## src/hdl/cal_sched_consts.vh

```
// Purpose: Constants for the self calibration scheduler.
// Assumes: 10 MHz system clock, APB register access.
// Notes:   Offsets are byte addresses of aligned 32-bit words.
`ifndef CAL_SCHED_CONSTS_VH
`define CAL_SCHED_CONSTS_VH

// ****************************************
// Register map
// ****************************************
`define CS_OFF_CTRL      12'h000
`define CS_OFF_STATUS    12'h004
`define CS_OFF_TEMP      12'h008
`define CS_OFF_TEMPTHR   12'h00c
`define CS_OFF_TIMELIM   12'h010
`define CS_OFF_ELAPSED   12'h014

// ****************************************
// Field positions
// ****************************************
`define CS_CTRL_EN_BIT    0
`define CS_CTRL_START_BIT 1
`define CS_STAT_BUSY_BIT  2

// ****************************************
// Status codes
// ****************************************
`define CS_ST_UNCAL      2'h0
`define CS_ST_CAL        2'h1
`define CS_ST_RECOMMEND  2'h2

// ****************************************
// Reset values
// ****************************************
`define CS_RST_EN        1'h1
`define CS_RST_TEMPTHR   16'h0100
`define CS_RST_TIMELIM   32'h0000_0e10

// ****************************************
// Timing
// ****************************************
`define CS_CLK_HZ        10000000
`define CS_WARMUP_MIN    16
`define CS_CALRUN_MS     1000
// Sized at 34 bits: the full warm-up count does not fit a 32-bit integer.
`define CS_WARMUP_CYC    (34'd60 * `CS_WARMUP_MIN * `CS_CLK_HZ)
`define CS_CALRUN_CYC    (`CS_CALRUN_MS * (`CS_CLK_HZ / 1000))
`define CS_SEC_CYC       `CS_CLK_HZ

`endif

```

## src/hdl/cal_timer.v

```verilog
// Purpose: Down counter that pulses once when a loaded count runs out.
// Assumes: Synchronous load, asynchronous active-high reset.
// Notes:   A load of zero finishes on the next cycle.
`timescale 1ns/1ns
`default_nettype none
module cal_timer #(
	parameter WIDTH = 34
) (
	// Clock and reset
	input  wire             clk,
	input  wire             sys_rst,
	// Control
	input  wire             load,
	input  wire [WIDTH-1:0] count,
	input  wire             abort,
	// Status
	output reg              running,
	output reg              done
);
	reg [WIDTH-1:0] cnt_r;

	always @(posedge clk or posedge sys_rst) begin
		if (sys_rst) begin
			cnt_r   <= {WIDTH{1'b0}};
			running <= 1'b0;
			done    <= 1'b0;
		end else begin
			done <= 1'b0;
			if (abort) begin
				running <= 1'b0;
			end else if (load) begin
				cnt_r   <= count;
				running <= 1'b1;
			end else if (running) begin
				if (cnt_r == {WIDTH{1'b0}}) begin
					running <= 1'b0;
					done    <= 1'b1;
				end else begin
					cnt_r <= cnt_r - {{(WIDTH-1){1'b0}}, 1'b1};
				end
			end
		end
	end
endmodule
`default_nettype wire

```

## src/hdl/self_calibration_scheduler.v

```verilog
// Purpose: Schedules front-end self calibration and keeps a three-state status.
// Assumes: APB slave, 10 MHz clock, temperature sample supplied on a port.
// Notes:   The analog calibration is outside; this block only sequences it.
`timescale 1ns/1ns
`default_nettype none
`include "cal_sched_consts.vh"

// Behaviour
// With enable set, one calibration starts automatically after about 16 minutes warm-up.
// A calibration run lasts about one second and only fine-tunes the front end.
// Only the first post warm-up run is automatic; later runs need a request.
// A software start command begins a calibration run at any time; the code ignores a start written while a run is in progress.
// With enable cleared, the post warm-up automatic run is skipped.
// Status has exactly three codes: uncalibrated, calibrated, recommended.
// Status stays uncalibrated until first calibration or end of warm-up.
// The automatic run completing moves status from uncalibrated to calibrated.
// With enable cleared, warm-up end moves status to recommended.
// While calibrated, temperature change beyond threshold moves status to recommended.
// Time since last calibration beyond the limit moves status to recommended.
// In recommended state no calibration starts on its own.
// A requested run completing sets calibrated and restarts time and temperature references.
// Temperature threshold and time limit are readable by software.
// After reset: uncalibrated, warm-up timer restarted, no run in progress.
module self_calibration_scheduler #(
	parameter [33:0] WARMUP_CYC = `CS_WARMUP_CYC,
	parameter [33:0] CALRUN_CYC = `CS_CALRUN_CYC,
	parameter [33:0] SEC_CYC    = `CS_SEC_CYC
) (
	// Clock and reset
	input  wire        clk,
	input  wire        sys_rst,
	// APB slave
	input  wire        psel,
	input  wire        penable,
	input  wire        pwrite,
	input  wire [11:0] paddr,
	input  wire [31:0] pwdata,
	output reg  [31:0] prdata,
	output wire        pready,
	output wire        pslverr,
	// Front end
	input  wire [15:0] temperature,
	output reg         calActive,
	output reg  [1:0]  calStatus
);
	// ****************************************
	// States
	// ****************************************
	localparam [2:0] S_WARM = 3'b001;
	localparam [2:0] S_IDLE = 3'b010;
	localparam [2:0] S_RUN  = 3'b100;

	reg [2:0]  state_r;
	reg [2:0]  state_nxt;
	reg        enable_r;
	reg [15:0] tempThr_r;
	reg [31:0] timeLim_r;
	reg [15:0] tempRef_r;
	reg [31:0] elapsed_r;
	reg [33:0] secCnt_r;
	reg        startReq_r;

	wire       wrEn  = psel & penable & pwrite;
	wire       rdEn  = psel & ~pwrite;
	wire       known;
	wire       runLoad;
	wire       runDone;
	wire       warmDone;
	wire       warmLoad;
	wire [15:0] tempDelta;

	function [15:0] absDiff;
		input [15:0] a;
		input [15:0] b;
		begin
			absDiff = (a > b) ? (a - b) : (b - a);
		end
	endfunction

	assign tempDelta = absDiff(temperature, tempRef_r);
	assign known = (paddr == `CS_OFF_CTRL) | (paddr == `CS_OFF_STATUS) |
		(paddr == `CS_OFF_TEMP) | (paddr == `CS_OFF_TEMPTHR) |
		(paddr == `CS_OFF_TIMELIM) | (paddr == `CS_OFF_ELAPSED);
	assign pready  = 1'b1;
	assign pslverr = psel & penable & ~known;

	// ****************************************
	// Timers
	// ****************************************
	// The warm-up timer is loaded once in the cycle after reset release.
	reg warmArmed_r;
	assign warmLoad = ~warmArmed_r;

	cal_timer #(.WIDTH(34)) u_warm (
		.clk     (clk),
		.sys_rst (sys_rst),
		.load    (warmLoad),
		.count   (WARMUP_CYC),
		.abort   (1'b0),
		.running (),
		.done    (warmDone)
	);

	cal_timer #(.WIDTH(34)) u_run (
		.clk     (clk),
		.sys_rst (sys_rst),
		.load    (runLoad),
		.count   (CALRUN_CYC - 34'h1),
		.abort   (1'b0),
		.running (),
		.done    (runDone)
	);

	// ****************************************
	// Sequencer
	// ****************************************
	always @* begin
		state_nxt = state_r;
		case (state_r)
			S_WARM: begin
				if (startReq_r) begin
					state_nxt = S_RUN;
				end else if (warmDone && enable_r) begin
					state_nxt = S_RUN;
				end else if (warmDone) begin
					state_nxt = S_IDLE;
				end
			end
			S_IDLE: begin
				// Only software starts a run here, whatever the status shows.
				if (startReq_r) begin
					state_nxt = S_RUN;
				end
			end
			S_RUN: begin
				if (runDone) begin
					state_nxt = S_IDLE;
				end
			end
			default: state_nxt = S_IDLE;
		endcase
	end

	assign runLoad = (state_r != S_RUN) && (state_nxt == S_RUN);

	always @(posedge clk or posedge sys_rst) begin
		if (sys_rst) begin
			state_r     <= S_WARM;
			warmArmed_r <= 1'b0;
			calActive   <= 1'b0;
			calStatus   <= `CS_ST_UNCAL;
			tempRef_r   <= 16'h0000;
			elapsed_r   <= 32'h0000_0000;
			secCnt_r    <= 34'h0;
		end else begin
			state_r     <= state_nxt;
			warmArmed_r <= 1'b1;
			calActive   <= (state_nxt == S_RUN);
			if (state_r == S_RUN && runDone) begin
				calStatus <= `CS_ST_CAL;
				tempRef_r <= temperature;
				elapsed_r <= 32'h0000_0000;
				secCnt_r  <= 34'h0;
			end else begin
				if (secCnt_r >= SEC_CYC - 34'h1) begin
					secCnt_r <= 34'h0;
					if (elapsed_r != 32'hffff_ffff) begin
						elapsed_r <= elapsed_r + 32'h1;
					end
				end else begin
					secCnt_r <= secCnt_r + 34'h1;
				end
				if (state_r == S_WARM && warmDone && !enable_r && !startReq_r) begin
					calStatus <= `CS_ST_RECOMMEND;
				end else if (calStatus == `CS_ST_CAL && state_r == S_IDLE) begin
					if (tempDelta > tempThr_r) begin
						calStatus <= `CS_ST_RECOMMEND;
					end else if (elapsed_r > timeLim_r) begin
						calStatus <= `CS_ST_RECOMMEND;
					end
				end
			end
		end
	end

	// ****************************************
	// Register file
	// ****************************************
	// The start bit is a self-clearing request held until the sequencer takes it.
	always @(posedge clk or posedge sys_rst) begin
		if (sys_rst) begin
			enable_r   <= `CS_RST_EN;
			tempThr_r  <= `CS_RST_TEMPTHR;
			timeLim_r  <= `CS_RST_TIMELIM;
			startReq_r <= 1'b0;
		end else begin
			if (runLoad) begin
				startReq_r <= 1'b0;
			end
			if (wrEn && paddr == `CS_OFF_CTRL) begin
				enable_r <= pwdata[`CS_CTRL_EN_BIT];
				if (pwdata[`CS_CTRL_START_BIT] && state_r != S_RUN) begin
					startReq_r <= 1'b1;
				end
			end
			if (wrEn && paddr == `CS_OFF_TEMPTHR) begin
				tempThr_r <= pwdata[15:0];
			end
			if (wrEn && paddr == `CS_OFF_TIMELIM) begin
				timeLim_r <= pwdata;
			end
		end
	end

	always @* begin
		prdata = 32'h0000_0000;
		if (rdEn) begin
			case (paddr)
				`CS_OFF_CTRL:    prdata = {30'h0, startReq_r, enable_r};
				`CS_OFF_STATUS:  prdata = {29'h0, calActive, calStatus};
				`CS_OFF_TEMP:    prdata = {16'h0, tempRef_r};
				`CS_OFF_TEMPTHR: prdata = {16'h0, tempThr_r};
				`CS_OFF_TIMELIM: prdata = timeLim_r;
				`CS_OFF_ELAPSED: prdata = elapsed_r;
				default:         prdata = 32'h0000_0000;
			endcase
		end
	end
endmodule
`default_nettype wire

```

## config.mk

```make
export PLATFORM = sky130hd
export DESIGN_NAME = self_calibration_scheduler
export DESIGN_NICKNAME = d
export VERILOG_FILES = /design/src/hdl/cal_timer.v /design/src/hdl/self_calibration_scheduler.v
export VERILOG_INCLUDE_DIRS = /design/src /design/src/hdl
export SDC_FILE = /design/constraint.sdc
export NUM_CORES = 1
export LEC_CHECK = 0
export BUFFER_PORTS_ARGS = -buffer_cell sky130_fd_sc_hd__buf_4
export CAP_MARGIN = 15
export CORE_MARGIN = 10
export CORE_UTILIZATION = 32
export DETAILED_ROUTE_END_ITERATION = 16
export PLACE_DENSITY_LB_ADDON = 0.2
export SLEW_MARGIN = 20
export SYNTH_ARGS = -nofsm -noshare
export SYNTH_HDL_FRONTEND = slang
export SYNTH_SLANG_ARGS = --single-unit
export TNS_END_PERCENT = 50
```

## constraint.sdc

```tcl
create_clock -name clk -period 12.9 [get_ports clk]
set_input_delay 1.935 -clock clk [delete_from_list [all_inputs] [get_ports clk]]
set_output_delay 1.935 -clock clk [all_outputs]
set_load 0.05 [all_outputs]
```

* Word level (Yosys, flattened, before mapping)
Cells that the tools add are included.
** Word-level totals
- Output and inout port bits :: 37
- Input port bits :: 65
- Bits in registers :: 211
- Logic and storage cells :: 118
** Operators by class
- Order comparisons :: 4
- Bitwise logic cells :: 11
- Reductions and logical operators :: 25
- Muxes and demuxes :: 40
- $add $sub $neg :: 6
- Eq/ne operators :: 15
** Operators by type and width (number)
- $mux W34 :: 8
- $pmux W32 S6 :: 1
- $mux W32 :: 4
- $logic_not A34 Y1 :: 2
- $sub A34 B1 Y34 const B :: 2
- $add A34 B1 Y34 const B :: 1
- $ge A34 B24 Y1 const B :: 1
- $add A32 B1 Y32 const B :: 1
- $gt A16 B16 Y1 :: 2
- $gt A32 B32 Y1 :: 1
- $ne A32 B32 Y1 const B :: 1
- $sub A16 B16 Y16 :: 2
- $eq A12 B4 Y1 const B :: 2
- $eq A12 B5 Y1 const B :: 2
- $mux W16 :: 1
- $mux W1 :: 15
- $mux W3 :: 5
- $eq A12 B3 Y1 const B :: 1
- $logic_not A12 Y1 :: 1
- $logic_and A1 B1 Y1 :: 11
- $mux W2 :: 5
- $pmux W3 S3 :: 1
- $reduce_and A2 Y1 :: 4
- $eq A3 B3 Y1 const B :: 2
- 13 further kinds :: 25

* Logic depth before layout (Yosys ltp)
- Word-level depth :: 9
- Depth in mapped cells :: 19
- Mapped depth without buffers :: 19

* By module
Synthesis repeated with hierarchy kept, for this count alone.
** Second synthesis, totals
- Cells, all modules :: 1669
- Area total of the unflattened synthesis :: 14073.5 sq um
** By module, submodules not included
- self_calibration_scheduler :: cells an instance 1115, area an instance 9486.6 sq um, seq. area each 3487.1 sq um, times used 1
- cal_timer :: cells an instance 277, area an instance 2293.4 sq um, seq. area each 900.9 sq um, times used 2

* Worst setup path after synthesis
Ideal clock, no wire load.
- Path kind :: input to output
- Start point :: in paddr[7]
- End point :: out prdata[10]
- Setup slack :: 6.830 ns
- Cell stages on the path :: 7
- Path buffers :: 1
- Required time :: 10.965 ns
- Arrival :: 4.135 ns
- Cells stage by stage :: nor4_1 nand3_1 nor3b_1 and2_0 clkbuf_1 a222oi_1 nor2_1
** On the way
- Cells in the longest elaborated chain, start to end :: 3
- Elaborated cells on any way between the ends :: 8
- Those cells by class :: eq/ne: 5; mux: 2; reduce/logical: 1
** Ends and longest elaborated chain
- start, declared :: line self_calibration_scheduler.v:36 : input wire [11:0] paddr,
- $eq A12 B5 Y1 (tied with other cells) :: line self_calibration_scheduler.v:218 : case (paddr)
- $pmux W32 S6 (*) :: line self_calibration_scheduler.v:218
- $mux W32 (*) :: line self_calibration_scheduler.v:217 : if (rdEn) begin
- end, declared :: line self_calibration_scheduler.v:38 : output reg [31:0] prdata,
Every way passes the cells marked *; elsewhere a longest branch is shown, timed or not.

* Final worst setup path
- Start point :: in paddr[7]
- End point :: out prdata[3]
The elaborated chain is that of the path after synthesis.

==> results.tsv <==
metric	value	unit
status	completed	
hp-class	register to register	
rsz0062_at_grt	no	
cts_tree	done	
via_per_inst	5.056	
area_growth_syn_to_layout	16.36	%
timing.final.hold_violations	0	
die_y	221.3	µm
cts_made_buffers	25	
synth-seq-cells	211	
end_kind	output port	
critical_path_arrival	4850	ps
grt_pass1_wl	55.52	mm
synth_edf_count	0	
grt_max_degree	102	
antenna_left	0	
worst-path-max-fanout	14	
finalSetupTns	0	ps
fin_hold_ws	449.4	ps
coreArea	0.03991	mm²
synth_top_flop_cell	dfrtp_1	
yosys_warnings	0	
grt_pass1_vias	10480	
syn_area	0.01296	mm²
dp_hpwl	24.34	mm
initial_utilization	32.48	%
cts_buffer_depth	3	
die-area	0.04896	mm²
cts-hold-fix-buffers	0	
final_cell_mix	dfrtp_1 (204), nand2_1 (159), nor2_1 (130)	
holdPathStages	1	
routed_wl	33.74	mm
grt_overflow_total	0	
min_period	6787	ps
num_vias	10510	
num_rows	73	
portBuffers	100	
ctsRootBufferMaster	clkbuf_16	
cpMostUsedCell	buf_4	
power_density	109.4	mW/mm²
fin_nets	1683	
max_stage_delay	900	ps
setup_slack	6113	ps
leakage	6.911	nW
clk_pin_slew	60	ps
layout_commonest_cell	dfrtp_1	
fin_crit_sh	52.62	%
regToRegStartpoint	tempRef_r[8]	
worstSetupStartpointType	primary input	
path_class	primary input to output port	
first_iter_violations	686	
yosysSeqAreaShare	40.80	%
ctsResizeCount	0	
ios	102	
worst_slew_pin_slew	1068	ps
hp-start	u_warm.done	
reg2regPathDepth	16	
dp_slack	6110	ps
report.final.slew_viol_count	0	
clkSinkCount	211	
reg2reg_slack	8250	ps
synthCells	1451	
setup_viol	0	
timing.max_cap.violations	0	
grtUsageTotal	13.42	%
postCtsSetupRepairBufs	0	
synth_async_sr_flop_share	100.0	%
synth_cell_types	81	
htree_levels	1	
critPathSlowestCell	nor2b_1	
min_to	state_r[0]	
relSlewSlack	28.81	%
antenna_found_initial	4	
drive_gt1_share	12.50	%
vdd.ir_drop.worst	0.00009718	V
rr_endpoint	calStatus[1]	
die_w	221.3	µm
required	10970	ps
finalClockSkew	13.68	ps
cp_cell_sequence	buf_4, nor4_1, nand3_1, nor3b_1, nor2b_1, a222oi_1, nor2_1, buf_4	
firstDrtPassIters	5	
drc	0	
insertion_delay	560	ps
place_congestion	0.7907	
wire_per_inst	16.23	µm
maxClockFrequency	147.3	MHz
synth.avg_cell_area	8.933	µm²
[cells in the mapped netlist, types with 6 or more instances]
cell / n / area [µm²]
xor2_1: 44 / 385.4
nand3_1: 46 / 230.2
mux2_2: 9 / 101.4
nand2_1: 159 / 596.8
o21ai_0: 110 / 550.5
ha_1: 83 / 1039
dfstp_2: 7 / 183.9
nor2_1: 130 / 488.0
dfrtp_1: 204 / 5105
mux2i_1: 26 / 260.3
a21oi_1: 66 / 330.3
nand2b_1: 12 / 75.07
and3_1: 20 / 125.1
nor4_1: 16 / 100.1
nor3_1: 40 / 200.2
o21a_1: 11 / 82.58
a31oi_1: 6 / 37.54
buf_2: 10 / 50.05
and4_1: 8 / 70.07
nor2b_1: 11 / 68.82
clkbuf_1: 47 / 176.4
a222oi_1: 15 / 150.1
inv_1: 94 / 352.8
nand4_1: 23 / 143.9
a21o_1: 24 / 180.2
xnor2_1: 63 / 551.8
or3_1: 18 / 112.6
nand3b_1: 7 / 52.55
or4_1: 13 / 97.59
nor3b_1: 8 / 60.06
and2_1: 27 / 168.9
[cell type report]
class / count / area, µm²
flip-flops and latches: 211 / 5289
multi-input cells: 1093 / 7122
inverters: 94 / 360.3
well taps: 525 / 656.9
diodes: 2 / 5.005
fillers: 4085 / 24830
clock buffers: 35 / 713.2
repair buffers: 108 / 810.8
clock inverters: 11 / 126.4
[cell families (layout without fill, tap and decap cells)]
kind of cell | after synthesis | after routing | share of synthesized area, %
mux | 35 | 35 | 2.790
other cells | 2 | 14 | 0.05794
flops | 211 | 211 | 40.80
compound gates | 288 | 288 | 14.04
buf+inv | 157 | 248 | 4.730
simple gates | 566 | 566 | 22.04
xor+xnor | 107 | 107 | 7.230
fa+ha+maj | 85 | 85 | 8.321
[registers in the layout (all words and copies together) (netlist names), 2 cells and up]
name and flops:
timeLim_r 32, tempThr_r 16, u_run.cnt_r 34, calStatus 2, state_r 3, secCnt_r 34, u_warm.cnt_r 34, elapsed_r 32
tempRef_r 16
[power breakdown]
| group | leakage (nW) | internal (mW) | switching [mW] |
|---|---|---|---|
| Combinational | 4.05 | 0.0878 | 0.112 |
| Clock | 0.416 | 0.428 | 0.303 |
| Sequential | 2.45 | 0.687 | 0.0318 |
[metal layers]
layer | vias to the layer above | share of wire (%) | global-route usage, %
li1 | 5236 | - | -
met1 | 5082 | 48 | 18.37
met2 | 153 | 45 | 21.09
met3 | 37 | 5.1 | 3.098
met4 | 4 | 1.9 | 2.862
met5 | - | 0.041 | 0
[worst max-delay path, delay by kind of cell]
kind,cells,cell delay (ps)
AND/OR/NAND/NOR,5,2380
AO/OA/AOI/OAI,1,170
buffers and inverters,2,360
[stage by stage]
stage | cells | total power, mW | area [µm²] | util [%]
global placement | 2031 | 0.9284 | 14230 | 35.66
finish | 2079 | 1.650 | 15080 | 37.79
global route | 2077 | 1.735 | 15080 | 37.78
detailed placement | 2031 | 0.9307 | 14230 | 35.66
floorplan | 1461 | 0.8660 | 13000 | -
CTS | 2077 | 1.678 | 15070 | 37.76
[worst max path at each step]
stage	to	startpoint	depth (start not counted)	slack (ps)
3_3_place_gp	prdata[3]	paddr[7]	8	6170
5_1_grt	prdata[3]	paddr[7]	8	5800
6_report	prdata[3]	paddr[7]	8	6110
3_5_place_dp	prdata[3]	paddr[7]	8	6110
4_1_cts	prdata[3]	paddr[7]	8	6110
2_1_floorplan	calActive	sys_rst	1	5210
No activity file was read; power rests on OpenSTA's default activity.
